===== config.mk =====
export PLATFORM = sky130hd
export DESIGN_NAME = osw_ctrl
export DESIGN_NICKNAME = d
export VERILOG_FILES = /design/src/hdl/osw_pkg.sv /design/src/hdl/osw_ctrl.sv /design/src/hdl/osw_unlock.sv
export SDC_FILE = /design/constraint.sdc
export NUM_CORES = 1
export LEC_CHECK = 0
export BUFFER_PORTS_ARGS = -buffer_cell sky130_fd_sc_hd__buf_2
export CAP_MARGIN = 20
export CELL_PAD_IN_SITES_DETAIL_PLACEMENT = 1
export CELL_PAD_IN_SITES_GLOBAL_PLACEMENT = 1
export CORE_UTILIZATION = 33
export CTS_BUF_LIST = sky130_fd_sc_hd__clkbuf_2
export DETAILED_ROUTE_END_ITERATION = 16
export GPL_TIMING_DRIVEN = 0
export PLACE_DENSITY = 0.77
export SLEW_MARGIN = 20
export SYNTH_ARGS = -nofsm -noshare
export SYNTH_HDL_FRONTEND = slang
export SYNTH_SLANG_ARGS = --single-unit

===== constraint.sdc =====
create_clock -name ref_clk -period 1.6 [get_ports ref_clk]
set_input_delay 0.08 -clock ref_clk [delete_from_list [all_inputs] [get_ports ref_clk]]
set_output_delay 0.08 -clock ref_clk [all_outputs]
set_load 0.005 [all_outputs]

===== src/hdl/osw_pkg.sv =====
// Purpose: shared constants and types for the oscillator switch and fail flag block
// Assumes: 16-bit register port, one clock
// Notes:   offsets are word indices on the plain register port
package osw_pkg;
   localparam logic [3:0]  ADDR_OSC_CTRL   = 4'h0;
   localparam logic [3:0]  ADDR_UNLOCK     = 4'h1;
   localparam logic [3:0]  ADDR_IRQ_STATUS = 4'h2;
   localparam logic [3:0]  ADDR_IRQ_ENABLE = 4'h3;
   localparam logic [3:0]  ADDR_IRQ_CLEAR  = 4'h4;
   localparam logic [3:0]  ADDR_CUR_SRC    = 4'h5;
   localparam int          BIT_SWITCH_REQ  = 0;
   localparam int          BIT_CLK_FAIL    = 3;
   localparam int          NEW_SOURCE_SELECT_LSB        = 8;
   localparam logic [15:0] KEY_FIRST       = 16'h0055;
   localparam logic [15:0] KEY_SECOND      = 16'h00AA;
   localparam logic [2:0]  WINDOW_CYCLES   = 3'h4;
   localparam logic [2:0]  SRC_FRC         = 3'h0;
   localparam logic [2:0]  SRC_FRC_PLL     = 3'h1;
   localparam logic [2:0]  SRC_PRI_PLL     = 3'h3;
   localparam logic [2:0]  RESET_SRC       = 3'h0;
   localparam logic [1:0]  IRQ_BIT_FAIL    = 2'h1;
   localparam logic [1:0]  IRQ_BIT_DONE    = 2'h2;

   typedef struct packed {
      logic [3:0]  addr;
      logic [15:0] wdata;
      logic        wr;
      logic        rd;
   } osw_bus_t;

   typedef enum logic [2:0] {
      UNL_IDLE  = 3'b001,
      UNL_KEY1  = 3'b010,
      UNL_OPEN  = 3'b100
   } osw_unlock_t;
endpackage


===== src/hdl/osw_ctrl.sv =====
// Purpose: oscillator control register, clock fail flag, switch request and interrupt
// Assumes: monitor fail pulse and switch done pulse come from the clock tree
// Notes:   read data valid one cycle after the read strobe
// Function
// - clock monitor failure sets the fail flag in bit 3; reads 0 otherwise.
// - software writing 1 to the fail flag acts as a failure and raises the trap.
// - writing 1 to bit 0 requests a switch to the new source select field; the code refuses a move from one pll source to the other.
// - switch request bit returns to 0 when the switch has completed.
// - control register writes take effect only after the unlock sequence.
// - bit 4 and bits 2 to 1 have no storage and read as zero.
//
// Our own choices: the strobed register port and the address map.
`timescale 1ns/1ps
module osw_ctrl (
   input  wire logic             ref_clk,
   input  wire logic             rst,
   input  wire osw_pkg::osw_bus_t bus,
   input  wire logic             monitor_fail,
   input  wire logic             switch_done,
   output logic [15:0]           rdata,
   output logic                  fail_trap,
   output logic                  switch_start,
   output logic [2:0]            switch_target,
   output logic                  irq
);
   import osw_pkg::*;
   logic        open;
   logic        ctrl_wr;
   logic        clk_fail;
   logic        next_clk_fail;
   logic        sw_req;
   logic        next_sw_req;
   logic [2:0]  new_source_select;
   logic [2:0]  next_new_source_select;
   logic [2:0]  cur_src;
   logic [2:0]  next_cur_src;
   logic [1:0]  irq_status;
   logic [1:0]  next_irq_status;
   logic [1:0]  irq_enable;
   logic [1:0]  next_irq_enable;
   logic [15:0] next_rdata;
   logic        next_fail_trap;
   logic        next_switch_start;
   logic        next_irq;
   logic        soft_fail;
   logic        any_fail;

   ////////////////////////////////////////////////////////////////////////////
   osw_unlock u_unlock (
      .ref_clk  (ref_clk),
      .rst      (rst),
      .key_wr   (bus.wr && bus.addr == ADDR_UNLOCK),
      .key_data (bus.wdata),
      .ctrl_wr  (bus.wr && bus.addr == ADDR_OSC_CTRL),
      .open     (open)
   );

   assign ctrl_wr = bus.wr && bus.addr == ADDR_OSC_CTRL && open;

   function automatic logic is_pll(input logic [2:0] s);
      is_pll = (s == SRC_FRC_PLL) || (s == SRC_PRI_PLL);
   endfunction

   // plain register write decode, used only by the interrupt group below
   function automatic logic wr_at(input osw_bus_t b, input logic [3:0] a);
      wr_at = b.wr && (b.addr == a);
   endfunction

   ////////////////////////////////////////////////////////////////////////////
   // fail flag and trap
   always_comb begin
      soft_fail     = ctrl_wr && bus.wdata[BIT_CLK_FAIL];
      any_fail      = monitor_fail || soft_fail;
      next_clk_fail = clk_fail;
      // hardware set wins over a software clear in the same cycle
      if (ctrl_wr && !bus.wdata[BIT_CLK_FAIL]) begin
         next_clk_fail = 1'b0;
      end
      if (any_fail) begin
         next_clk_fail = 1'b1;
      end
      next_fail_trap = any_fail;
   end

   always_ff @(posedge ref_clk) begin
      if (rst) begin
         clk_fail  <= 1'b0;
         fail_trap <= 1'b0;
      end else begin
         clk_fail  <= next_clk_fail;
         fail_trap <= next_fail_trap;
      end
   end

   ////////////////////////////////////////////////////////////////////////////
   // switch request and current source
   always_comb begin
      next_new_source_select         = new_source_select;
      next_sw_req       = sw_req;
      next_switch_start = 1'b0;
      next_cur_src      = cur_src;
      if (ctrl_wr) begin
         next_new_source_select = bus.wdata[NEW_SOURCE_SELECT_LSB +: 3];
      end
      if (sw_req && switch_done) begin
         next_sw_req  = 1'b0;
         next_cur_src = new_source_select;
      end
      // a pll to pll request is dropped as done with no switch,
      // so a polling driver never hangs on a refused move
      if (ctrl_wr && bus.wdata[BIT_SWITCH_REQ] && !sw_req) begin
         if (is_pll(cur_src) && is_pll(bus.wdata[NEW_SOURCE_SELECT_LSB +: 3])
             && cur_src != bus.wdata[NEW_SOURCE_SELECT_LSB +: 3]) begin
            next_sw_req = 1'b0;
         end else begin
            next_sw_req       = 1'b1;
            next_switch_start = 1'b1;
         end
      end
   end

   always_ff @(posedge ref_clk) begin
      if (rst) begin
         sw_req        <= 1'b0;
         new_source_select          <= RESET_SRC;
         cur_src       <= RESET_SRC;
         switch_start  <= 1'b0;
         switch_target <= RESET_SRC;
      end else begin
         sw_req        <= next_sw_req;
         new_source_select          <= next_new_source_select;
         cur_src       <= next_cur_src;
         switch_start  <= next_switch_start;
         switch_target <= next_new_source_select;
      end
   end

   ////////////////////////////////////////////////////////////////////////////
   // interrupt status, enable and line
   always_comb begin
      next_irq_enable = irq_enable;
      next_irq_status = irq_status;
      if (wr_at(bus, ADDR_IRQ_ENABLE)) begin
         next_irq_enable = bus.wdata[1:0];
      end
      if (wr_at(bus, ADDR_IRQ_CLEAR)) begin
         next_irq_status = irq_status & ~bus.wdata[1:0];
      end
      // events set after the clear so a set wins
      if (any_fail) begin
         next_irq_status = next_irq_status | IRQ_BIT_FAIL;
      end
      if (sw_req && switch_done) begin
         next_irq_status = next_irq_status | IRQ_BIT_DONE;
      end
      next_irq = |(next_irq_status & next_irq_enable);
   end

   always_ff @(posedge ref_clk) begin
      if (rst) begin
         irq_status <= 2'h0;
         irq_enable <= 2'h0;
         irq        <= 1'b0;
      end else begin
         irq_status <= next_irq_status;
         irq_enable <= next_irq_enable;
         irq        <= next_irq;
      end
   end

   ////////////////////////////////////////////////////////////////////////////
   // read data, one cycle after the strobe and zero otherwise
   always_comb begin
      next_rdata = 16'h0000;
      if (bus.rd) begin
         unique case (bus.addr)
            ADDR_OSC_CTRL: begin
               // bits 4 and 2..1 have no storage
               next_rdata[BIT_SWITCH_REQ]  = sw_req;
               next_rdata[BIT_CLK_FAIL]    = clk_fail;
               next_rdata[NEW_SOURCE_SELECT_LSB +: 3]   = new_source_select;
            end
            ADDR_IRQ_STATUS: next_rdata[1:0] = irq_status;
            ADDR_IRQ_ENABLE: next_rdata[1:0] = irq_enable;
            ADDR_CUR_SRC:    next_rdata[2:0] = cur_src;
            default:         next_rdata = 16'h0000;
         endcase
      end
   end

   always_ff @(posedge ref_clk) begin
      if (rst) begin
         rdata <= 16'h0000;
      end else begin
         rdata <= next_rdata;
      end
   end
endmodule


===== src/hdl/osw_unlock.sv =====
// Purpose: key sequence gate for writes to the oscillator control register
// Assumes: keys written to the unlock address on consecutive writes
// Notes:   window closes on timeout, on any key write, or on the first control write
`timescale 1ns/1ps
module osw_unlock (
   input  wire logic          ref_clk,
   input  wire logic          rst,
   input  wire logic          key_wr,
   input  wire logic [15:0]   key_data,
   input  wire logic          ctrl_wr,
   output logic               open
);
   import osw_pkg::*;
   osw_unlock_t state;
   osw_unlock_t next_state;
   logic [2:0]  timer;
   logic [2:0]  next_timer;

   always_comb begin
      next_state = state;
      next_timer = timer;
      unique case (state)
         UNL_IDLE: begin
            if (key_wr && key_data == KEY_FIRST) begin
               next_state = UNL_KEY1;
            end
         end
         UNL_KEY1: begin
            // any other unlock write or a control write aborts the sequence
            if (key_wr && key_data == KEY_SECOND) begin
               next_state = UNL_OPEN;
               next_timer = WINDOW_CYCLES;
            end else if (key_wr || ctrl_wr) begin
               next_state = UNL_IDLE;
            end
         end
         UNL_OPEN: begin
            next_timer = timer - 3'h1;
            if (ctrl_wr || timer == 3'h1 || key_wr) begin
               next_state = UNL_IDLE;
            end
         end
         default: next_state = UNL_IDLE;
      endcase
   end

   always_ff @(posedge ref_clk) begin
      if (rst) begin
         state <= UNL_IDLE;
         timer <= 3'h0;
      end else begin
         state <= next_state;
         timer <= next_timer;
      end
   end

   assign open = (state == UNL_OPEN);
endmodule


Yosys cells after proc, flatten, opt, wreduce, memory -nomap -nowiden:

Cells that the tools add are included.

* flip-flop bits (word level): 37
* input bits: 26
* output and inout bits: 22
* logic and storage cells: 94

* add/subtract/negate cells: 1
* equality and inequality tests: 20
* multiplexer cells: 18
* bitwise gates (word level): 7
* reductions and logical operators: 33

Operators by type and width (number)
* 16-bit by 7-bit equality test with 1-bit output (second input constant): 1
* 16-bit by 8-bit equality test with 1-bit output (second input constant): 1
* 3-bit two-way mux: 5
* 1-bit logical AND: 14
* 3-bit by 1-bit equality test with 1-bit output (second input constant): 4
* 3-bit by 2-bit equality test with 1-bit output (second input constant): 3
* 3-bit case mux with 3 select lines: 1
* 4-bit by 2-bit equality test with 1-bit output (second input constant): 2
* 4-bit by 3-bit equality test with 1-bit output (second input constant): 2
* 1-bit logical OR: 6
* 1-bit two-way mux: 6
* 2-bit two-way mux: 3
* 2-bit by 1-bit inequality test with 1-bit output (second input constant): 3
* 3-bit case mux with 2 select lines: 1
* 2-bit nonzero test: 3
* 2-bit OR reduction: 3
* 3-bit OR reduction: 2
* 2-bit bitwise AND: 2
* 4-bit by 1-bit equality test with 1-bit output (second input constant): 1
* 4-bit logical NOT: 1
* 1-bit NOT: 4
* 1-bit case mux with 4 select lines: 1
* 3-bit equality test (second input constant): 1
* 3-bit by 1-bit inequality test with 1-bit output (second input constant): 1
* other kinds (7): 8

Logic depth before layout (Yosys ltp):

* depth in word-level cells: 9
* depth in mapped cells: 6
* depth with buffers taken out: 6

Cells and area by module:

A second synthesis with hierarchy kept.

* cell total of the unflattened synthesis: 150
* area total of the unflattened synthesis: 1378.8 um^2

Modules (own cells, without submodules)
* osw_ctrl: times used 1, cells an instance 104, area an instance 994.7 um^2, sequential area each 440.4 um^2
* osw_unlock: times used 1, cells an instance 46, area an instance 384.1 um^2, sequential area each 120.1 um^2

Worst setup path before layout:

Ideal clock, no wire load.

* kind: reg2reg
* from: register u_unlock.state[1]
* to: register u_unlock.timer[0]
* library setup time: 0.128 ns
* data arrival time: 1.440 ns
* required time: 1.472 ns
* slack: 0.032 ns
* cell stages (with the launch flop): 5
* path through: dfxtp_1 or3b_1 or4_1 nor4_1 o21ai_1

* longest elaborated chain between the ends: 3
* elaborated cells between the ends (all ways): 6
* those cells by class: eq/ne: 3; mux: 1; reduce/logical: 2

RTL lines
* start: declaration: line osw_unlock.sv:14 `osw_unlock_t state;`
* start signal: assignment: line osw_unlock.sv:52 `state <= next_state;`
* 3-bit by 2-bit equality test with 1-bit output / 3-bit equality test (equally long branches): line osw_unlock.sv:22 `unique case (state)`
* 2-bit by 1-bit inequality test with 1-bit output (no source line) / 2-bit nonzero test (equally long branches)
* 2-bit AND reduction (no source line)
* end signal: assignment: line osw_unlock.sv:53 `timer <= next_timer;`
* end: declaration: line osw_unlock.sv:16 `logic [2:0] timer;`

Several ways; a longest one is shown, not always the timed one.
A chain may end at the register's enable or synchronous reset.

Worst setup path in the final report:

* from: register u_unlock.state[1]
* to: register u_unlock.timer[1]

The elaborated chain is that of the path after synthesis.

==> run summary <==
Setup Skew -> 0.0134 ns
R2R setup slack -> -0.04 ns
WL/cell -> 13.9 um
Post-Place Cells -> 252
Global-route wire length before repair -> 6200 um
Worst path required time -> 1.89 ns
Cts bufs inserted -> 3
Core area -> 4030 um^2
Die Footprint -> 4460 um^2
Via-per-instance ratio -> 4.99
CTS H-tree depth -> 1
Die W -> 66.8 um
Starting Density -> 34.4%
Slew Limit Fails -> 0
Post-synthesis mux area share -> 2.98%
Grt total ovfl -> 0
HP Class -> input pin to register
Max_cap viols -> 0
Detail Route Antenna Nets -> 0
Number of enable flip-flop cells after synthesis -> 0
CTS Buffer Depth -> 2
Synth area leader -> dfxtp_1
Post-Syn Instances -> 158
Number of I/O pins -> 48
Initial DRC Count -> 53
Clock-pin slew on the worst setup and hold paths -> 0.28 ns
Pwr Density -> 686 nW/um^2
Cell Count, Final, Fillers Out -> 270
Crit end category -> register
Fin crit period -> 1.64 ns
Adder-cell share of the synthesized area -> 1.81%
Post-synthesis simple-gate area fraction -> 35.0%
Clk sinks -> 28
XOR/XNOR share of the synthesized area -> 1.26%
Die extent in y -> 66.8 um
DPL Wire Length -> 2780 um
Fraction of post-synthesis cell area in the top cell type by area -> 40.4%
Worst Tran Pin Value -> 0.534 ns
Synthesized cell area -> 1390 um^2
Area growth syn-to-layout -> 35.6%
Fin Setup TNS -> -0.0972 ns
Hold path start -> bus[19]
Final setup margin -> -0.0446 ns
Gr usage total -> 18.6%
Max Fclk -> 0.608 GHz
Cell row count -> 23
Initial antenna violation count -> 0
Largest net degree at the start of global routing -> 17
Worst vdd ir -> 377 uV
Routed WL -> 3750 um
Top post-synthesis cells by area -> dfxtp_1 40%, buf_4 4.9%, nand2_1 4.9%, a21oi_1 4.3%, nor2_1 3.2%
Port Buffers -> 36
Crit-path max FO -> 4
Post-synth ARST share -> 0%
Crit path kind -> register to register
Vias in the first global route -> 1338
Status -> finished, violations left
Unrepaired setup endpoints after global routing -> true
RD Place Congestion -> 0.811
Final setup vio count -> 3
Synth Area per Inst -> 8.77 um^2
Leak Pwr -> 0.774 nW
Distinct cell type count after synthesis -> 46
Via count -> 1348
Count leader, synth -> dfxtp_1
Share of cells above drive strength 1 -> 31.4%
Synth Area in Compound Gates -> 11.5%
Primary FF master, synth -> dfxtp_1
Sequential area share after synthesis -> 40.4%
Register bit count reported by yosys -> 28
Post-route clock period utilization -> 103%
Clock Tree Root -> clkbuf_2
Most frequent cells after synthesis -> 28 x dfxtp_1, 18 x nand2_1, 12 x a21oi_1, 12 x nor2_1, 9 x buf_4
Warnings from Yosys -> 0
Largest family of logic cells by synthesized area -> simple AND/OR/NAND/NOR gates
RR Startpoint -> u_unlock.state[1]
Clk_lat worst skew -> 0.38 ns
Worst Path Arrival -> 1.93 ns
Startpoint class of the critical path -> register
Violated checks -> negative setup slack
Drt drc -> 0
Max-slew headroom -> 64.4%
Post-layout nets -> 249
CTS tree -> done
Crit. Startpoint -> u_unlock.state[1]
Final Hold Fails -> 0
Ant. Diodes -> 0
Total iterations of the first detailed-routing run -> 4
==> where the power goes <==
| group | total, mW | internal [mW] | switching (mW) |
|---|---|---|---|
| Clock | 0.438 | 0.215 | 0.223 |
| Combinational | 0.147 | 0.0705 | 0.0768 |
| Sequential | 0.704 | 0.701 | 0.00217 |
==> kinds of logic (layout without fill, tap and decap cells) <==
logic type	count (synthesis)	in the layout
other cells	1	9
flops	28	28
compound gates	24	24
simple gates	81	81
xor+xnor	2	2
mux	4	4
buf+inv	16	70
fa+ha+maj	2	2
==> timing repair <==
action	4_1_cts	5_1_grt
hold endpoints to repair	12	1
gates resized for setup	14	0
buffers inserted	3	3
hold buffers	7	1
setup endpoints to repair	12	6
pin swaps	2	1
gates cloned	0	0
==> sequential cells by signal, indices dropped and copies added (netlist names) <==
name / count
rdata: 7
cur_src: 3
new_source_select: 3
u_unlock.state: 3
u_unlock.timer: 3
irq_enable: 2
irq_status: 2
clk_fail: 1
fail_trap: 1
irq: 1
sw_req: 1
switch_start: 1
==> cell usage in the layout, fill, tap and decap left out, types with 5 or more instances in the layout <==
| master | netlist | final |
|---|---|---|
| buf_4 | 9 | 14 |
| nand2_1 | 18 | 18 |
| nor2_1 | 12 | 12 |
| nor2b_1 | 7 | 6 |
| nand4_1 | 5 | 5 |
| a21oi_1 | 12 | 12 |
| dfxtp_1 | 28 | 25 |
| conb_1 | 1 | 9 |
| dlygate4sd3_1 | 0 | 8 |
| buf_2 | 0 | 36 |
==> layer usage <==
metal / routed length, um / track usage (%) / vias to the layer above
met2: 1890 / 32.6 / 32
li1: - / - / 679
met5: 0 / 0 / -
met4: 25 / 3.99 / 0
met3: 111 / 4.11 / 2
met1: 1720 / 23.1 / 635
==> critical path, cell delays in order, from the launching register on <==
cell and delay, ns:
dfxtp_4 0.45, or3b_4 0.38, or4_4 0.45, nor4_4 0.17, o41ai_1 0.10
==> worst paths after layout <==
path / end / depth (start not counted)
max: u_unlock.timer[1] / 4
min: rdata[2] / 4
max reg2reg: u_unlock.timer[1] / 4
min reg2reg: clk_fail / 2
==> metrics by stage <==
stage                     utilization (%)  hold slack (ns)  total power, mW  worst slack, ns  instance area (um^2)
after floorplan                         -            0.194            0.787           0.0323                  1420
after global placement               41.2            0.351            0.849           -0.313                  1660
after detailed placement             41.2            0.359            0.850           -0.276                  1660
after CTS                            45.8          0.00844             1.29          -0.0166                  1850
after global routing                 46.6          0.00333             1.35          -0.0988                  1880
final                                46.6           0.0213             1.29          -0.0446                  1880
==> layout make-up <==
type	instances	area (um^2)
Sequential cell	28	572
Timing Repair Buffer	50	309
Tap cell	50	62.6
Fill cell	506	2150
Inverter	3	11.3
Multi-Input combinational cell	122	797
Clock inverter	1	30.0
Buffer	13	82.6
Clock buffer	3	15.0
No activity file was read; power rests on OpenSTA's default activity.
